[src/hw/adc_ctrl_pkg.sv]
// Purpose: shared constants for the converter control block
// Assumes: APB word addressing, byte address is four times the index
// Notes:   one Tosc equals one pclk period
package adc_ctrl_pkg;

	// register indices and byte addresses
	localparam logic [7:0] IDX_CTRL_A   = 8'h14;
	localparam logic [7:0] IDX_CTRL_B   = 8'h15;
	localparam logic [7:0] IDX_RES_LO   = 8'h16;
	localparam logic [7:0] IDX_RES_HI   = 8'h17;
	localparam logic [7:0] IDX_IRQ_STAT = 8'h18;
	localparam logic [7:0] IDX_IRQ_EN   = 8'h19;
	localparam logic [7:0] IDX_IRQ_CLR  = 8'h1A;
	localparam logic [7:0] ADDR_CTRL_A   = 8'(IDX_CTRL_A * 4);
	localparam logic [7:0] ADDR_CTRL_B   = 8'(IDX_CTRL_B * 4);
	localparam logic [7:0] ADDR_RES_LO   = 8'(IDX_RES_LO * 4);
	localparam logic [7:0] ADDR_RES_HI   = 8'(IDX_RES_HI * 4);
	localparam logic [7:0] ADDR_IRQ_STAT = 8'(IDX_IRQ_STAT * 4);
	localparam logic [7:0] ADDR_IRQ_EN   = 8'(IDX_IRQ_EN * 4);
	localparam logic [7:0] ADDR_IRQ_CLR  = 8'(IDX_IRQ_CLR * 4);

	// field positions, masks and reset values
	localparam int unsigned CA_ON      = 0;
	localparam int unsigned CA_GO      = 2;
	localparam int unsigned CA_CHAN    = 4;
	localparam int unsigned CB_PCFG    = 0;
	localparam int unsigned CB_FMT     = 5;
	localparam int unsigned CB_CLK     = 6;
	localparam logic [7:0]  CA_MASK    = 8'hF5;
	localparam logic [7:0]  CB_MASK    = 8'hEF;
	localparam logic [7:0]  CA_RESET   = 8'h00;
	localparam logic [7:0]  CB_RESET   = 8'h00;
	localparam logic [1:0]  IRQ_RESET  = 2'h0;
	localparam int unsigned IRQ_DONE   = 0;
	localparam int unsigned IRQ_ABORT  = 1;

	// conversion clock select codes and divide ratios
	localparam logic [1:0]  CLK_OSC8   = 2'h0;
	localparam logic [1:0]  CLK_OSC32  = 2'h1;
	localparam logic [1:0]  CLK_OSC64  = 2'h2;
	localparam logic [1:0]  CLK_RC     = 2'h3;
	localparam logic [6:0]  DIV_OSC8   = 7'h08;
	localparam logic [6:0]  DIV_OSC32  = 7'h20;
	localparam logic [6:0]  DIV_OSC64  = 7'h40;

	// sequence lengths in conversion-bit periods and clocks
	localparam logic [3:0]  CONV_TADS  = 4'hC;
	localparam logic [3:0]  ABORT_TADS = 4'h2;
	localparam logic [3:0]  INSTR_TOSC = 4'h4;
	localparam logic [9:0]  SAR_MSB    = 10'h200;

	typedef enum logic [3:0] {
		ST_IDLE    = 4'h1,
		ST_DELAY   = 4'h2,
		ST_CONV    = 4'h4,
		ST_RECOVER = 4'h8
	} conv_state_type;

endpackage

[src/hw/tad_tick_gen.sv]
// Purpose: conversion-bit period tick from oscillator or RC source
// Assumes: rc_osc is asynchronous to pclk
// Notes:   counter restarts whenever run is low
`timescale 1ns/1ps
module tad_tick_gen (
	input  wire logic       pclk,
	input  wire logic       presetn,
	input  wire logic [1:0] clk_sel,
	input  wire logic       run,
	input  wire logic       rc_osc,
	output logic            tick
);

	logic [6:0] div_q;
	logic [2:0] rc_sync_q;
	logic [6:0] ratio;

	////////////////////////////////////////////////////////////////////
	// ratio decode for the oscillator-derived periods
	always_comb begin
		case (clk_sel)
			adc_ctrl_pkg::CLK_OSC8:  ratio = adc_ctrl_pkg::DIV_OSC8;
			adc_ctrl_pkg::CLK_OSC32: ratio = adc_ctrl_pkg::DIV_OSC32;
			default:                 ratio = adc_ctrl_pkg::DIV_OSC64;
		endcase
	end

	// rc source: two stages, third only for the edge compare
	always_ff @(posedge pclk or negedge presetn) begin
		if (!presetn) begin
			rc_sync_q <= 3'h0;
		end else begin
			rc_sync_q <= {rc_sync_q[1:0], rc_osc};
		end
	end

	// divider runs only while a sequence needs it, saving power
	always_ff @(posedge pclk or negedge presetn) begin
		if (!presetn) begin
			div_q <= 7'h00;
		end else if (!run || div_q == ratio - 7'h01) begin
			div_q <= 7'h00;
		end else begin
			div_q <= div_q + 7'h01;
		end
	end

	assign tick = run && ((clk_sel == adc_ctrl_pkg::CLK_RC)
		? (rc_sync_q[1] && !rc_sync_q[2])
		: (div_q == ratio - 7'h01));

endmodule // tad_tick_gen

[src/hw/adc_ctrl.sv]
// Purpose: control of a 10-bit successive-approximation converter
// Assumes: APB slave, zero wait; sleep_active from the core, same clock
// Notes:   result bytes have no reset by design
`timescale 1ns/1ps
module adc_ctrl (
	input  wire logic        pclk,
	input  wire logic        presetn,
	input  wire logic        psel,
	input  wire logic        penable,
	input  wire logic        pwrite,
	input  wire logic [7:0]  paddr,
	input  wire logic [31:0] pwdata,
	output logic      [31:0] prdata,
	output logic             pready,
	output logic             pslverr,
	input  wire logic        sleep_active,
	input  wire logic        comp_in,
	input  wire logic        rc_osc,
	output logic             irq,
	output logic             wake_req,
	output logic             sample_en,
	output logic             analog_power_en,
	output logic      [9:0]  dac_code,
	output logic      [3:0]  channel_select,
	output logic      [3:0]  port_config_select
);

	adc_ctrl_pkg::conv_state_type state_q;
	logic [7:0]  ctrl_a_q;
	logic [7:0]  ctrl_b_q;
	logic [7:0]  res_lo_q;
	logic [7:0]  res_hi_q;
	logic [1:0]  irq_stat_q;
	logic [1:0]  irq_en_q;
	logic [31:0] prdata_q;
	logic        pslverr_q;
	logic [3:0]  tad_cnt_q;
	logic [3:0]  dly_q;
	logic [9:0]  sar_q;
	logic [1:0]  comp_sync_q;
	logic        tick;
	logic        wr;
	logic        hit;
	logic [7:0]  rdata;
	logic        conv_on;
	logic        go;
	logic        rc_mode;
	logic        fmt_right;
	logic        start;
	logic        sw_abort;
	logic        halt_abort;
	logic        busy;
	logic        abort;
	logic        done;
	logic [9:0]  bit_m;

	// right or left placement of the 10-bit code in 16 bits
	function automatic logic [15:0] justify(input logic [9:0] v,
		input logic right);
		justify = right ? {6'h00, v} : {v, 6'h00};
	endfunction

	assign conv_on   = ctrl_a_q[adc_ctrl_pkg::CA_ON];
	assign go        = ctrl_a_q[adc_ctrl_pkg::CA_GO];
	assign rc_mode   = ctrl_b_q[adc_ctrl_pkg::CB_CLK +: 2]
		== adc_ctrl_pkg::CLK_RC;
	assign fmt_right = ctrl_b_q[adc_ctrl_pkg::CB_FMT];
	assign busy      = state_q == adc_ctrl_pkg::ST_DELAY
		|| state_q == adc_ctrl_pkg::ST_CONV;

	////////////////////////////////////////////////////////////////////
	// bus decode; pready is always high, no wait states
	assign wr      = psel && penable && pwrite;
	assign pready  = 1'b1;
	assign prdata  = prdata_q;
	assign pslverr = pslverr_q;

	always_comb begin
		hit   = 1'b1;
		rdata = 8'h00;
		case (paddr)
			adc_ctrl_pkg::ADDR_CTRL_A:   rdata = ctrl_a_q;
			adc_ctrl_pkg::ADDR_CTRL_B:   rdata = ctrl_b_q;
			adc_ctrl_pkg::ADDR_RES_LO:   rdata = res_lo_q;
			adc_ctrl_pkg::ADDR_RES_HI:   rdata = res_hi_q;
			adc_ctrl_pkg::ADDR_IRQ_STAT: rdata = {6'h00, irq_stat_q};
			adc_ctrl_pkg::ADDR_IRQ_EN:   rdata = {6'h00, irq_en_q};
			adc_ctrl_pkg::ADDR_IRQ_CLR:  rdata = 8'h00;
			default:                     hit = 1'b0;
		endcase
	end

	// read data captured in setup so it stands during the access
	always_ff @(posedge pclk or negedge presetn) begin
		if (!presetn) begin
			prdata_q  <= 32'h0000_0000;
			pslverr_q <= 1'b0;
		end else if (psel && !penable) begin
			prdata_q  <= {24'h00_0000, rdata};
			pslverr_q <= !hit;
		end
	end

	////////////////////////////////////////////////////////////////////
	// sequence triggers
	// start only with the converter already on
	assign start = wr && paddr == adc_ctrl_pkg::ADDR_CTRL_A
		&& pwdata[adc_ctrl_pkg::CA_GO] && conv_on && !go
		&& state_q == adc_ctrl_pkg::ST_IDLE;
	// clearing start or the on bit mid-conversion
	assign sw_abort = busy && wr && paddr == adc_ctrl_pkg::ADDR_CTRL_A
		&& !(pwdata[adc_ctrl_pkg::CA_GO] && pwdata[adc_ctrl_pkg::CA_ON]);
	// halt without RC clock kills the conversion
	assign halt_abort = sleep_active && !rc_mode;
	assign abort = busy && (sw_abort || halt_abort);
	assign done = state_q == adc_ctrl_pkg::ST_CONV && tick && !abort
		&& tad_cnt_q == adc_ctrl_pkg::CONV_TADS - 4'h1;

	tad_tick_gen u_tick (
		.pclk    (pclk),
		.presetn (presetn),
		.clk_sel (ctrl_b_q[adc_ctrl_pkg::CB_CLK +: 2]),
		.run     (state_q == adc_ctrl_pkg::ST_CONV
			|| state_q == adc_ctrl_pkg::ST_RECOVER),
		.rc_osc  (rc_osc),
		.tick    (tick)
	);

	// comparator is analog, so it is synchronised before use
	always_ff @(posedge pclk or negedge presetn) begin
		if (!presetn) begin
			comp_sync_q <= 2'h0;
		end else begin
			comp_sync_q <= {comp_sync_q[0], comp_in};
		end
	end

	////////////////////////////////////////////////////////////////////
	// sequence state machine
	// reset returns to idle, any conversion dropped
	always_ff @(posedge pclk or negedge presetn) begin
		if (!presetn) begin
			state_q   <= adc_ctrl_pkg::ST_IDLE;
			tad_cnt_q <= 4'h0;
			dly_q     <= 4'h0;
		end else begin
			case (state_q)
				adc_ctrl_pkg::ST_IDLE: begin
					tad_cnt_q <= 4'h0;
					dly_q     <= 4'h0;
					// RC clock leaves room for the halt
					if (start && rc_mode) begin
						state_q <= adc_ctrl_pkg::ST_DELAY;
					end else if (start) begin
						state_q <= adc_ctrl_pkg::ST_CONV;
					end
				end
				adc_ctrl_pkg::ST_DELAY: begin
					dly_q <= dly_q + 4'h1;
					if (abort) begin
						state_q <= adc_ctrl_pkg::ST_RECOVER;
					end else if (dly_q == adc_ctrl_pkg::INSTR_TOSC - 4'h1) begin
						state_q <= adc_ctrl_pkg::ST_CONV;
					end
				end
				adc_ctrl_pkg::ST_CONV: begin
					if (abort) begin
						state_q   <= adc_ctrl_pkg::ST_RECOVER;
						tad_cnt_q <= 4'h0;
					end else if (done) begin
						state_q <= adc_ctrl_pkg::ST_IDLE;
					end else if (tick) begin
						tad_cnt_q <= tad_cnt_q + 4'h1;
					end
				end
				adc_ctrl_pkg::ST_RECOVER: begin
					// two bit periods before acquiring again
					if (tick && tad_cnt_q == adc_ctrl_pkg::ABORT_TADS - 4'h1) begin
						state_q <= adc_ctrl_pkg::ST_IDLE;
					end else if (tick) begin
						tad_cnt_q <= tad_cnt_q + 4'h1;
					end
				end
				default: state_q <= adc_ctrl_pkg::ST_IDLE;
			endcase
		end
	end

	// successive approximation: one bit resolved per period
	assign bit_m = adc_ctrl_pkg::SAR_MSB >> (tad_cnt_q - 4'h1);

	always_ff @(posedge pclk or negedge presetn) begin
		if (!presetn) begin
			sar_q <= 10'h000;
		end else if (state_q == adc_ctrl_pkg::ST_CONV && tick) begin
			if (tad_cnt_q == 4'h0) begin
				sar_q <= adc_ctrl_pkg::SAR_MSB;
			end else if (tad_cnt_q <= 4'hA) begin
				sar_q <= (sar_q & ~bit_m) | (comp_sync_q[1] ? bit_m : 10'h000)
					| (bit_m >> 1);
			end
		end
	end

	////////////////////////////////////////////////////////////////////
	// control registers
	always_ff @(posedge pclk or negedge presetn) begin
		if (!presetn) begin
			ctrl_a_q <= adc_ctrl_pkg::CA_RESET;
			ctrl_b_q <= adc_ctrl_pkg::CB_RESET;
		end else begin
			if (wr && paddr == adc_ctrl_pkg::ADDR_CTRL_B && !busy) begin
				ctrl_b_q <= pwdata[7:0] & adc_ctrl_pkg::CB_MASK;
			end
			if (wr && paddr == adc_ctrl_pkg::ADDR_CTRL_A) begin
				ctrl_a_q <= (pwdata[7:0] & adc_ctrl_pkg::CA_MASK
					& ~(8'h01 << adc_ctrl_pkg::CA_GO))
					| ((start || (go && !abort && !done
					&& pwdata[adc_ctrl_pkg::CA_GO]))
					? (8'h01 << adc_ctrl_pkg::CA_GO) : 8'h00);
			end else if (done || abort) begin
				// hardware clears start at the end
				ctrl_a_q[adc_ctrl_pkg::CA_GO] <= 1'b0;
			end
		end
	end

	// no reset term: power-up value unknown, kept otherwise
	always_ff @(posedge pclk) begin
		if (done) begin
			{res_hi_q, res_lo_q} <= justify(sar_q, fmt_right);
		end else if (wr && !conv_on && !busy) begin
			// plain storage while the converter is off
			if (paddr == adc_ctrl_pkg::ADDR_RES_LO) begin
				res_lo_q <= pwdata[7:0];
			end
			if (paddr == adc_ctrl_pkg::ADDR_RES_HI) begin
				res_hi_q <= pwdata[7:0];
			end
		end
	end

	////////////////////////////////////////////////////////////////////
	// interrupt status; a set in the clearing cycle wins
	always_ff @(posedge pclk or negedge presetn) begin
		if (!presetn) begin
			irq_stat_q <= adc_ctrl_pkg::IRQ_RESET;
			irq_en_q   <= adc_ctrl_pkg::IRQ_RESET;
		end else begin
			if (wr && paddr == adc_ctrl_pkg::ADDR_IRQ_EN) begin
				irq_en_q <= pwdata[1:0];
			end
			irq_stat_q <= (irq_stat_q
				& ~((wr && paddr == adc_ctrl_pkg::ADDR_IRQ_CLR)
				? pwdata[1:0] : 2'h0))
				| {abort, done};
		end
	end

	assign irq = |(irq_stat_q & irq_en_q);
	// wake only through an enabled done flag
	assign wake_req = sleep_active
		&& irq_stat_q[adc_ctrl_pkg::IRQ_DONE]
		&& irq_en_q[adc_ctrl_pkg::IRQ_DONE];

	// analog off in non-RC halt even though on reads set
	assign analog_power_en    = conv_on && !halt_abort;
	assign sample_en          = analog_power_en
		&& state_q == adc_ctrl_pkg::ST_IDLE;
	assign dac_code           = sar_q;
	assign channel_select     = ctrl_a_q[adc_ctrl_pkg::CA_CHAN +: 4];
	assign port_config_select = ctrl_b_q[adc_ctrl_pkg::CB_PCFG +: 4];

	////////////////////////////////////////////////////////////////////
	// checks
	// own tick count, kept apart from the sequencer counter
	logic [3:0] chk_ticks_q;
	always_ff @(posedge pclk or negedge presetn) begin
		if (!presetn) begin
			chk_ticks_q <= 4'h0;
		end else if (state_q != adc_ctrl_pkg::ST_CONV) begin
			chk_ticks_q <= 4'h0;
		end else if (tick && chk_ticks_q != 4'hF) begin
			chk_ticks_q <= chk_ticks_q + 4'h1;
		end
	end
endmodule // adc_ctrl

[config.mk]
export PLATFORM = sky130hd
export DESIGN_NAME = adc_ctrl
export DESIGN_NICKNAME = d
export VERILOG_FILES = /design/src/hw/adc_ctrl_pkg.sv /design/src/hw/tad_tick_gen.sv /design/src/hw/adc_ctrl.sv
export SDC_FILE = /design/constraint.sdc
export NUM_CORES = 1
export LEC_CHECK = 0
export BUFFER_PORTS_ARGS = -buffer_cell sky130_fd_sc_hd__buf_2
export CAP_MARGIN = 5
export CORE_UTILIZATION = 34
export CTS_CLUSTER_DIAMETER = 50
export DETAILED_ROUTE_END_ITERATION = 8
export SYNTH_ARGS = -nofsm -noshare
export SYNTH_HDL_FRONTEND = slang
export SYNTH_SLANG_ARGS = --single-unit
[constraint.sdc]
create_clock -name pclk -period 2.7 [get_ports pclk]
set_input_delay 0.54 -clock pclk [delete_from_list [all_inputs] [get_ports pclk]]
set_output_delay 0.54 -clock pclk [all_outputs]
set_load 0.005 [all_outputs]
==> metrics.txt, run 1 <==
slowest cell on the critical path dfrtp_1; first-pass GRT wire length 17800 um; worst slew pin tran 0.746 ns; clock tree sinks 76; vias in the first global route 3669; Yosys reg bits 76; crit share post-route 0.883; sequential area share after synthesis 0.441; input/output buffers 54; Buf/Inv on CP 1; hold buffers post-CTS 0; RSZ-0062 raised after global routing no; CP max FO 10; status complete, no violations; CTS resizes 0; layout cells sized above 1 0.242; clock buffer depth 2; Final Non-Filler Cells 709; average wire per standard cell 15.3 um; pwr/cell area 506 nW/um^2; Post-CTS Setup Repair Bufs 0; Die Y 117 um; antenna violations before repair 0; overall routed net length 10800 um; die area 13700 um^2; Iter 0 DRT Violations 370; Worst Reg-to-Reg Cells 7; htree depth 3; Setup Viol. Count Final 0; root buf cell clkbuf_16; normalized max-slew margin 0.502; Worst path max stage delay 0.50 ns; DP HPWL 8160 um; Die X 117 um; maximum VDD drop 0.314 mV; Hold WC Path Type primary input to asynchronous set/reset pin; Starting Density 0.352; CTS Buf Count 9; pin count of the biggest net entering global routing 27; via count 3675; Mapped Cells 475; Final Critical Period 2.38 ns; drt drc 0; met1 usage in global routing 0.214; GRT busiest layer met2; via/cell ratio 5.18; Slew Limit Fails 0; Synth-to-Final Area Change 17.0%; 1st-pass router iterations 5; M3 GR Usage 0.0257; Post-synth EDFFs 16; fin nets 588; FF-to-FF Start tad_cnt_q[1]; fmax 419 MHz; reg2reg end tad_cnt_q[2]; Synth cell types 66; Syn Area/Cell 9.46 um^2; Hold Vio Cnt, Final 0; fillcell total 1230; I/O pin count 104; DRT antenna net count 0; std cell rows 41; Max Cap Violations 0; Final WS setup 0.316 ns; DP Worst Slack 0.300 ns; CP top delay family compound AO/OA/AOI/OAI gates; setup TNS 0 ns; WP data arrival 2.64 ns; Post-synth top flop dfrtp_1; GRT Total Usage 0.167; synth warn 0; Critical Path End Type register; Worst-path clk slew 0.06 ns; CTS tree built; Placed Cells 693; grt total ovfl 0; Clock Latency Late Sink 0.33 ns; worst setup path class register to register; gpl congestion 0.846; Antenna Cells 0; startpoint types register; Core ar. 12800 um^2; Worst Path Required 2.96 ns; Final Cell Area 5260 um^2; Multi-input gate area 2230 um^2; register area 1980 um^2; Pwr Total 2660 uW; M2 GR Usage 0.283; Post-synth ARST share 0.789; DP Area 4930 um^2; r2r setup slk 0.32 ns; Leakage 0.00224 uW; Cell Area, Synth 4490 um^2; CP cell instances inv_1, ha_1, nor3b_1, a211oi_1, a21boi_0, nand4_1, a21oi_1; clk_skew 0.00916 ns
[cells in the final DEF, fill, tap and decap left out, types with 10 or more instances in the layout]
master and count:
nand2_1 38, nor2_1 41, nand4_1 10, o21ai_0 40
dfrtp_1 59, a21oi_1 19, buf_2 54, a22oi_1 10
nand3_1 10, conb_1 25, mux2_2 15, buf_4 26
edfxtp_1 16, nor3_1 10, nand2b_1 12
[state kept, by name (all words and copies together) (netlist names)]
name              cells
ctrl_b_q              7
res_lo_q              8
prdata                8
res_hi_q              8
ctrl_a_q              6
dac_code             10
pslverr               1
state_q               4
dly_q                 4
irq_en_q              2
u_tick.div_q          7
u_tick.rc_sync_q      3
comp_sync_q           2
tad_cnt_q             4
irq_stat_q            2
[worst register-to-register path: stages (launching register included)]
cell and delay, ns:
dfrtp_1 0.50, inv_1 0.15, ha_1 0.34, nor3b_1 0.21, a211oi_1 0.33, a21boi_0 0.46
nand4_1 0.15, a21oi_1 0.16
[stage by stage]
| step | hold WS [ns] | util |
|---|---|---|
| 3_3_place_gp | 0.334 | 0.386 |
| 6_report | 0.183 | 0.411 |
| 5_1_grt | 0.220 | 0.411 |
| 2_1_floorplan | 0.244 | - |
| 3_5_place_dp | 0.339 | 0.386 |
| 4_1_cts | 0.197 | 0.411 |
[per-layer routing]
| layer | up-vias | wire length [um] |
|---|---|---|
| li1 | 1802 | - |
| met1 | 1758 | 4970 |
| met2 | 103 | 5240 |
| met3 | 12 | 469 |
| met4 | 0 | 157 |
| met5 | - | 0 |
[synth_stat cells (all sizes together), types with 10 or more instances]
cell type   n  area (um^2)
dfrtp      59         1480
nor2       41          154
o21ai      40          200
nand2      38          143
buf        35          256
clkbuf     22         82.6
a21oi      19         95.1
edfxtp     16          480
mux2       15          169
nand2b     12         75.1
nor3       12         70.1
a22oi      10         75.1
nand3      10         50.1
nand4      10         62.6
[worst max path at each step]
stage,start,endpoint,slack [ns],cells after the start
floorplan,paddr[2],res_lo_q[0],0.05,6
global placement,u_tick.div_q[3],dac_code[9],0.34,5
detailed placement,u_tick.div_q[3],dac_code[9],0.30,5
CTS,u_tick.div_q[3],dac_code[9],0.29,5
global route,tad_cnt_q[1],tad_cnt_q[2],0.04,7
finish,tad_cnt_q[1],tad_cnt_q[2],0.32,7
[final cells by class]
class,count,area share
Multi-Input combinational cell,356,0.425
Clock inverter,6,0.0186
Sequential cell,76,0.377
Inverter,9,0.00643
Clock buffer,10,0.0436
Tap cell,172,0.0410
Timing Repair Buffer,80,0.0886
[logic make-up after synthesis]
group,synth area share
adder cells (fa/ha/maj),0.0223
AO/OA/AOI/OAI,0.180
flip-flops,0.441
AND/OR/NAND/NOR,0.205
buffers and inverters,0.0830
multiplexers,0.0537
other,0.00167
XOR/XNOR,0.0136
[report_power, final]
part,switching (uW),internal [uW]
Combinational,84.1,54.4
Clock,490,821
Sequential,14.6,1190
Power figures use the tool's default switching activity.
==> run 2, diff against run 1 <==
CORE_MARGIN = 1.5   (was unset)
CORE_UTILIZATION = 55   (was 34)
PLACE_DENSITY = 0.81   (was unset)
==> run 2 against run 1 <==
Compared with the run above:
- setup slack worse by 0.0092 ns
- hold slack worse by 0.0033 ns
- global-route usage up 8.1 points
- die area down 36%
- critical path depth down 2
- register-to-register slack about the same
- non-clock buffer count down 3
- maximum frequency down 0.38%
- routed wire length down 4.4%
- via count up 1.6%
- largest cell class unchanged
- highest routed layer unchanged
==> metrics.txt, run 2 (synthesis gave the netlist of run 1 again) <==
CP max FO 7 (-3); Critical Path End Type output port; Max Cap Violations 0 (unchanged); CP cell instances buf_4, a21boi_1, nor2b_1, and2_1, buf_2; input/output buffers 54 (unchanged); met1 usage in global routing 0.323 (+0.109); antenna violations before repair 0 (unchanged); via/cell ratio 5.87 (+13%); grt total ovfl 0 (unchanged); I/O pin count 104 (unchanged); first-pass GRT wire length 16900 um (-4.8%); vias in the first global route 3450 (-6.0%); root buf cell clkbuf_8; max FFs per register 10 (unchanged); DRT antenna net count 0 (unchanged); pin count of the biggest net entering global routing 36 (+33%); htree depth 3 (unchanged); average wire per standard cell 16.3 um (+6.6%); Worst Reg-to-Reg Cells 6 (-1); maximum VDD drop 0.248 mV (-21%); CTS tree built; fin nets 585 (-0.51%); worst slew pin tran 1.17 ns (+0.424 ns); Die X 93.4 um (-20%); 1st-pass router iterations 5 (unchanged); Multi-input gate area 2230 um^2 (unchanged); slowest cell on the critical path dfrtp_1; clk_skew 0.0119 ns (+0.00271 ns); Leakage 0.00218 uW (-2.6%); M2 GR Usage 0.420 (+0.137); Worst path max stage delay 0.45 ns (-0.05 ns); setup TNS 0 ns (unchanged); Die Y 93.4 um (-20%); Setup Viol. Count Final 0 (unchanged); Starting Density 0.575 (+0.224); startpoint types register; GRT Total Usage 0.248 (+0.0810); WP data arrival 1.85 ns (-0.79 ns); Synth-to-Final Area Change 12.5%; drt drc 0 (unchanged); CTS resizes 0 (unchanged); Final Critical Period 2.39 ns (+0.00918 ns); std cell rows 32 (-22%); Slew Limit Fails 0 (unchanged); status complete, no violations; gpl congestion 0.932 (+10%); clock tree sinks 76 (unchanged); pwr/cell area 461 nW/um^2 (-9.0%); crit share post-route 0.887 (+0.00340); Pwr Total 2330 uW (-12%); Antenna Cells 0 (unchanged); DP Worst Slack 0.0171 ns (-0.283 ns); CTS Buf Count 9 (unchanged); clock buffer depth 2 (unchanged); die area 8720 um^2 (-36%); RSZ-0062 raised after global routing no; via count 3735 (+1.6%); fillcell total 640 (-48%); overall routed net length 10400 um (-4.4%); layout cells sized above 1 0.240 (-0.00239); M3 GR Usage 0.0431 (+0.0173); GRT busiest layer met2; worst setup path class register to output port; commonest non-fill, non-tap cell in the layout dfrtp_1; Post-CTS Setup Repair Bufs 0 (unchanged); Worst-path clk slew 0.09 ns (+0.03 ns); Worst Path Required 2.16 ns (-0.80 ns); DP HPWL 7690 um (-5.8%); register area 1980 um^2 (unchanged); Clock Latency Late Sink 0.36 ns (+0.03 ns); Hold WC Path Type primary input to asynchronous set/reset pin; normalized max-slew margin 0.214 (-0.288); fmax 418 MHz (-0.38%); Hold Vio Cnt, Final 0 (unchanged); Core ar. 7810 um^2 (-39%); Final WS setup 0.306 ns (-0.00918 ns); hold buffers post-CTS 0 (unchanged); most frequent cells in the layout dfrtp_1, buf_2, nor2_1; Iter 0 DRT Violations 299 (-19%)
[run 2: changes by cell type in the layout (fill, tap and decap cells not counted)]
cell / delta
clkinv_4: -2
clkinvlp_4: +1
inv_6: +2
buf_4: -4
clkinv_2: +1
buf_12: +1
clkbuf_16: -9
clkbuf_8: +9
inv_8: -1
clkbuf_1: -1
[run 2: worst max-delay path: cells and delay by family (launching register included)]
| family | cells | cell delay [ns] |
|---|---|---|
| DFF | 1 | 0.45 |
| buffers and inverters | 2 | 0.32 |
| AOI/OAI and AO/OA | 1 | 0.45 |
| and+or+nand+nor | 2 | 0.28 |
[run 2: final timing paths]
kind | endpoint | from | slack [ns]
worst max-delay path | sample_en | ctrl_b_q[7] | 0.31
max in group asynchronous | dac_code[0] | presetn | 1.91
min in group pclk | comp_sync_q[0] | comp_in | 0.28
worst min register to register | comp_sync_q[1] | comp_sync_q[0] | 0.35
worst min-delay path | irq_en_q[1] | presetn | 0.18
worst max register to register | dac_code[2] | ctrl_b_q[7] | 0.31
[run 2: through the flow]
stage | instance area, um^2 | utilization | hold slack [ns] | std cells
finish | 5050 | 0.647 | 0.180 | 636
global placement | 4830 | 0.619 | 0.334 | 620
global route | 5050 | 0.647 | 0.204 | 636
floorplan | 4580 | - | 0.244 | 498
CTS | 5050 | 0.647 | 0.189 | 636
detailed placement | 4830 | 0.619 | 0.336 | 620
[run 2: area by class of cell]
type	instances	share of cell area
multi-input combinational	356	0.441
sequential	76	0.392
timing repair buffer	77	0.0901
tap	102	0.0253
clock buffer	9	0.0245
clock inverter	7	0.0196
inverter	9	0.00668
[run 2: power by group]
part / internal (uW) / switching [uW]
registers: 1190 / 14.1
clock network: 527 / 453
logic: 56.0 / 85.8
total: 1770 / 553
[run 2: layer usage]
layer,wire (um),vias to the layer above,share of wire
li1,-,1791,-
met1,4460,1781,0.43
met2,5090,146,0.49
met3,649,17,0.063
met4,162,0,0.016
met5,0,-,0
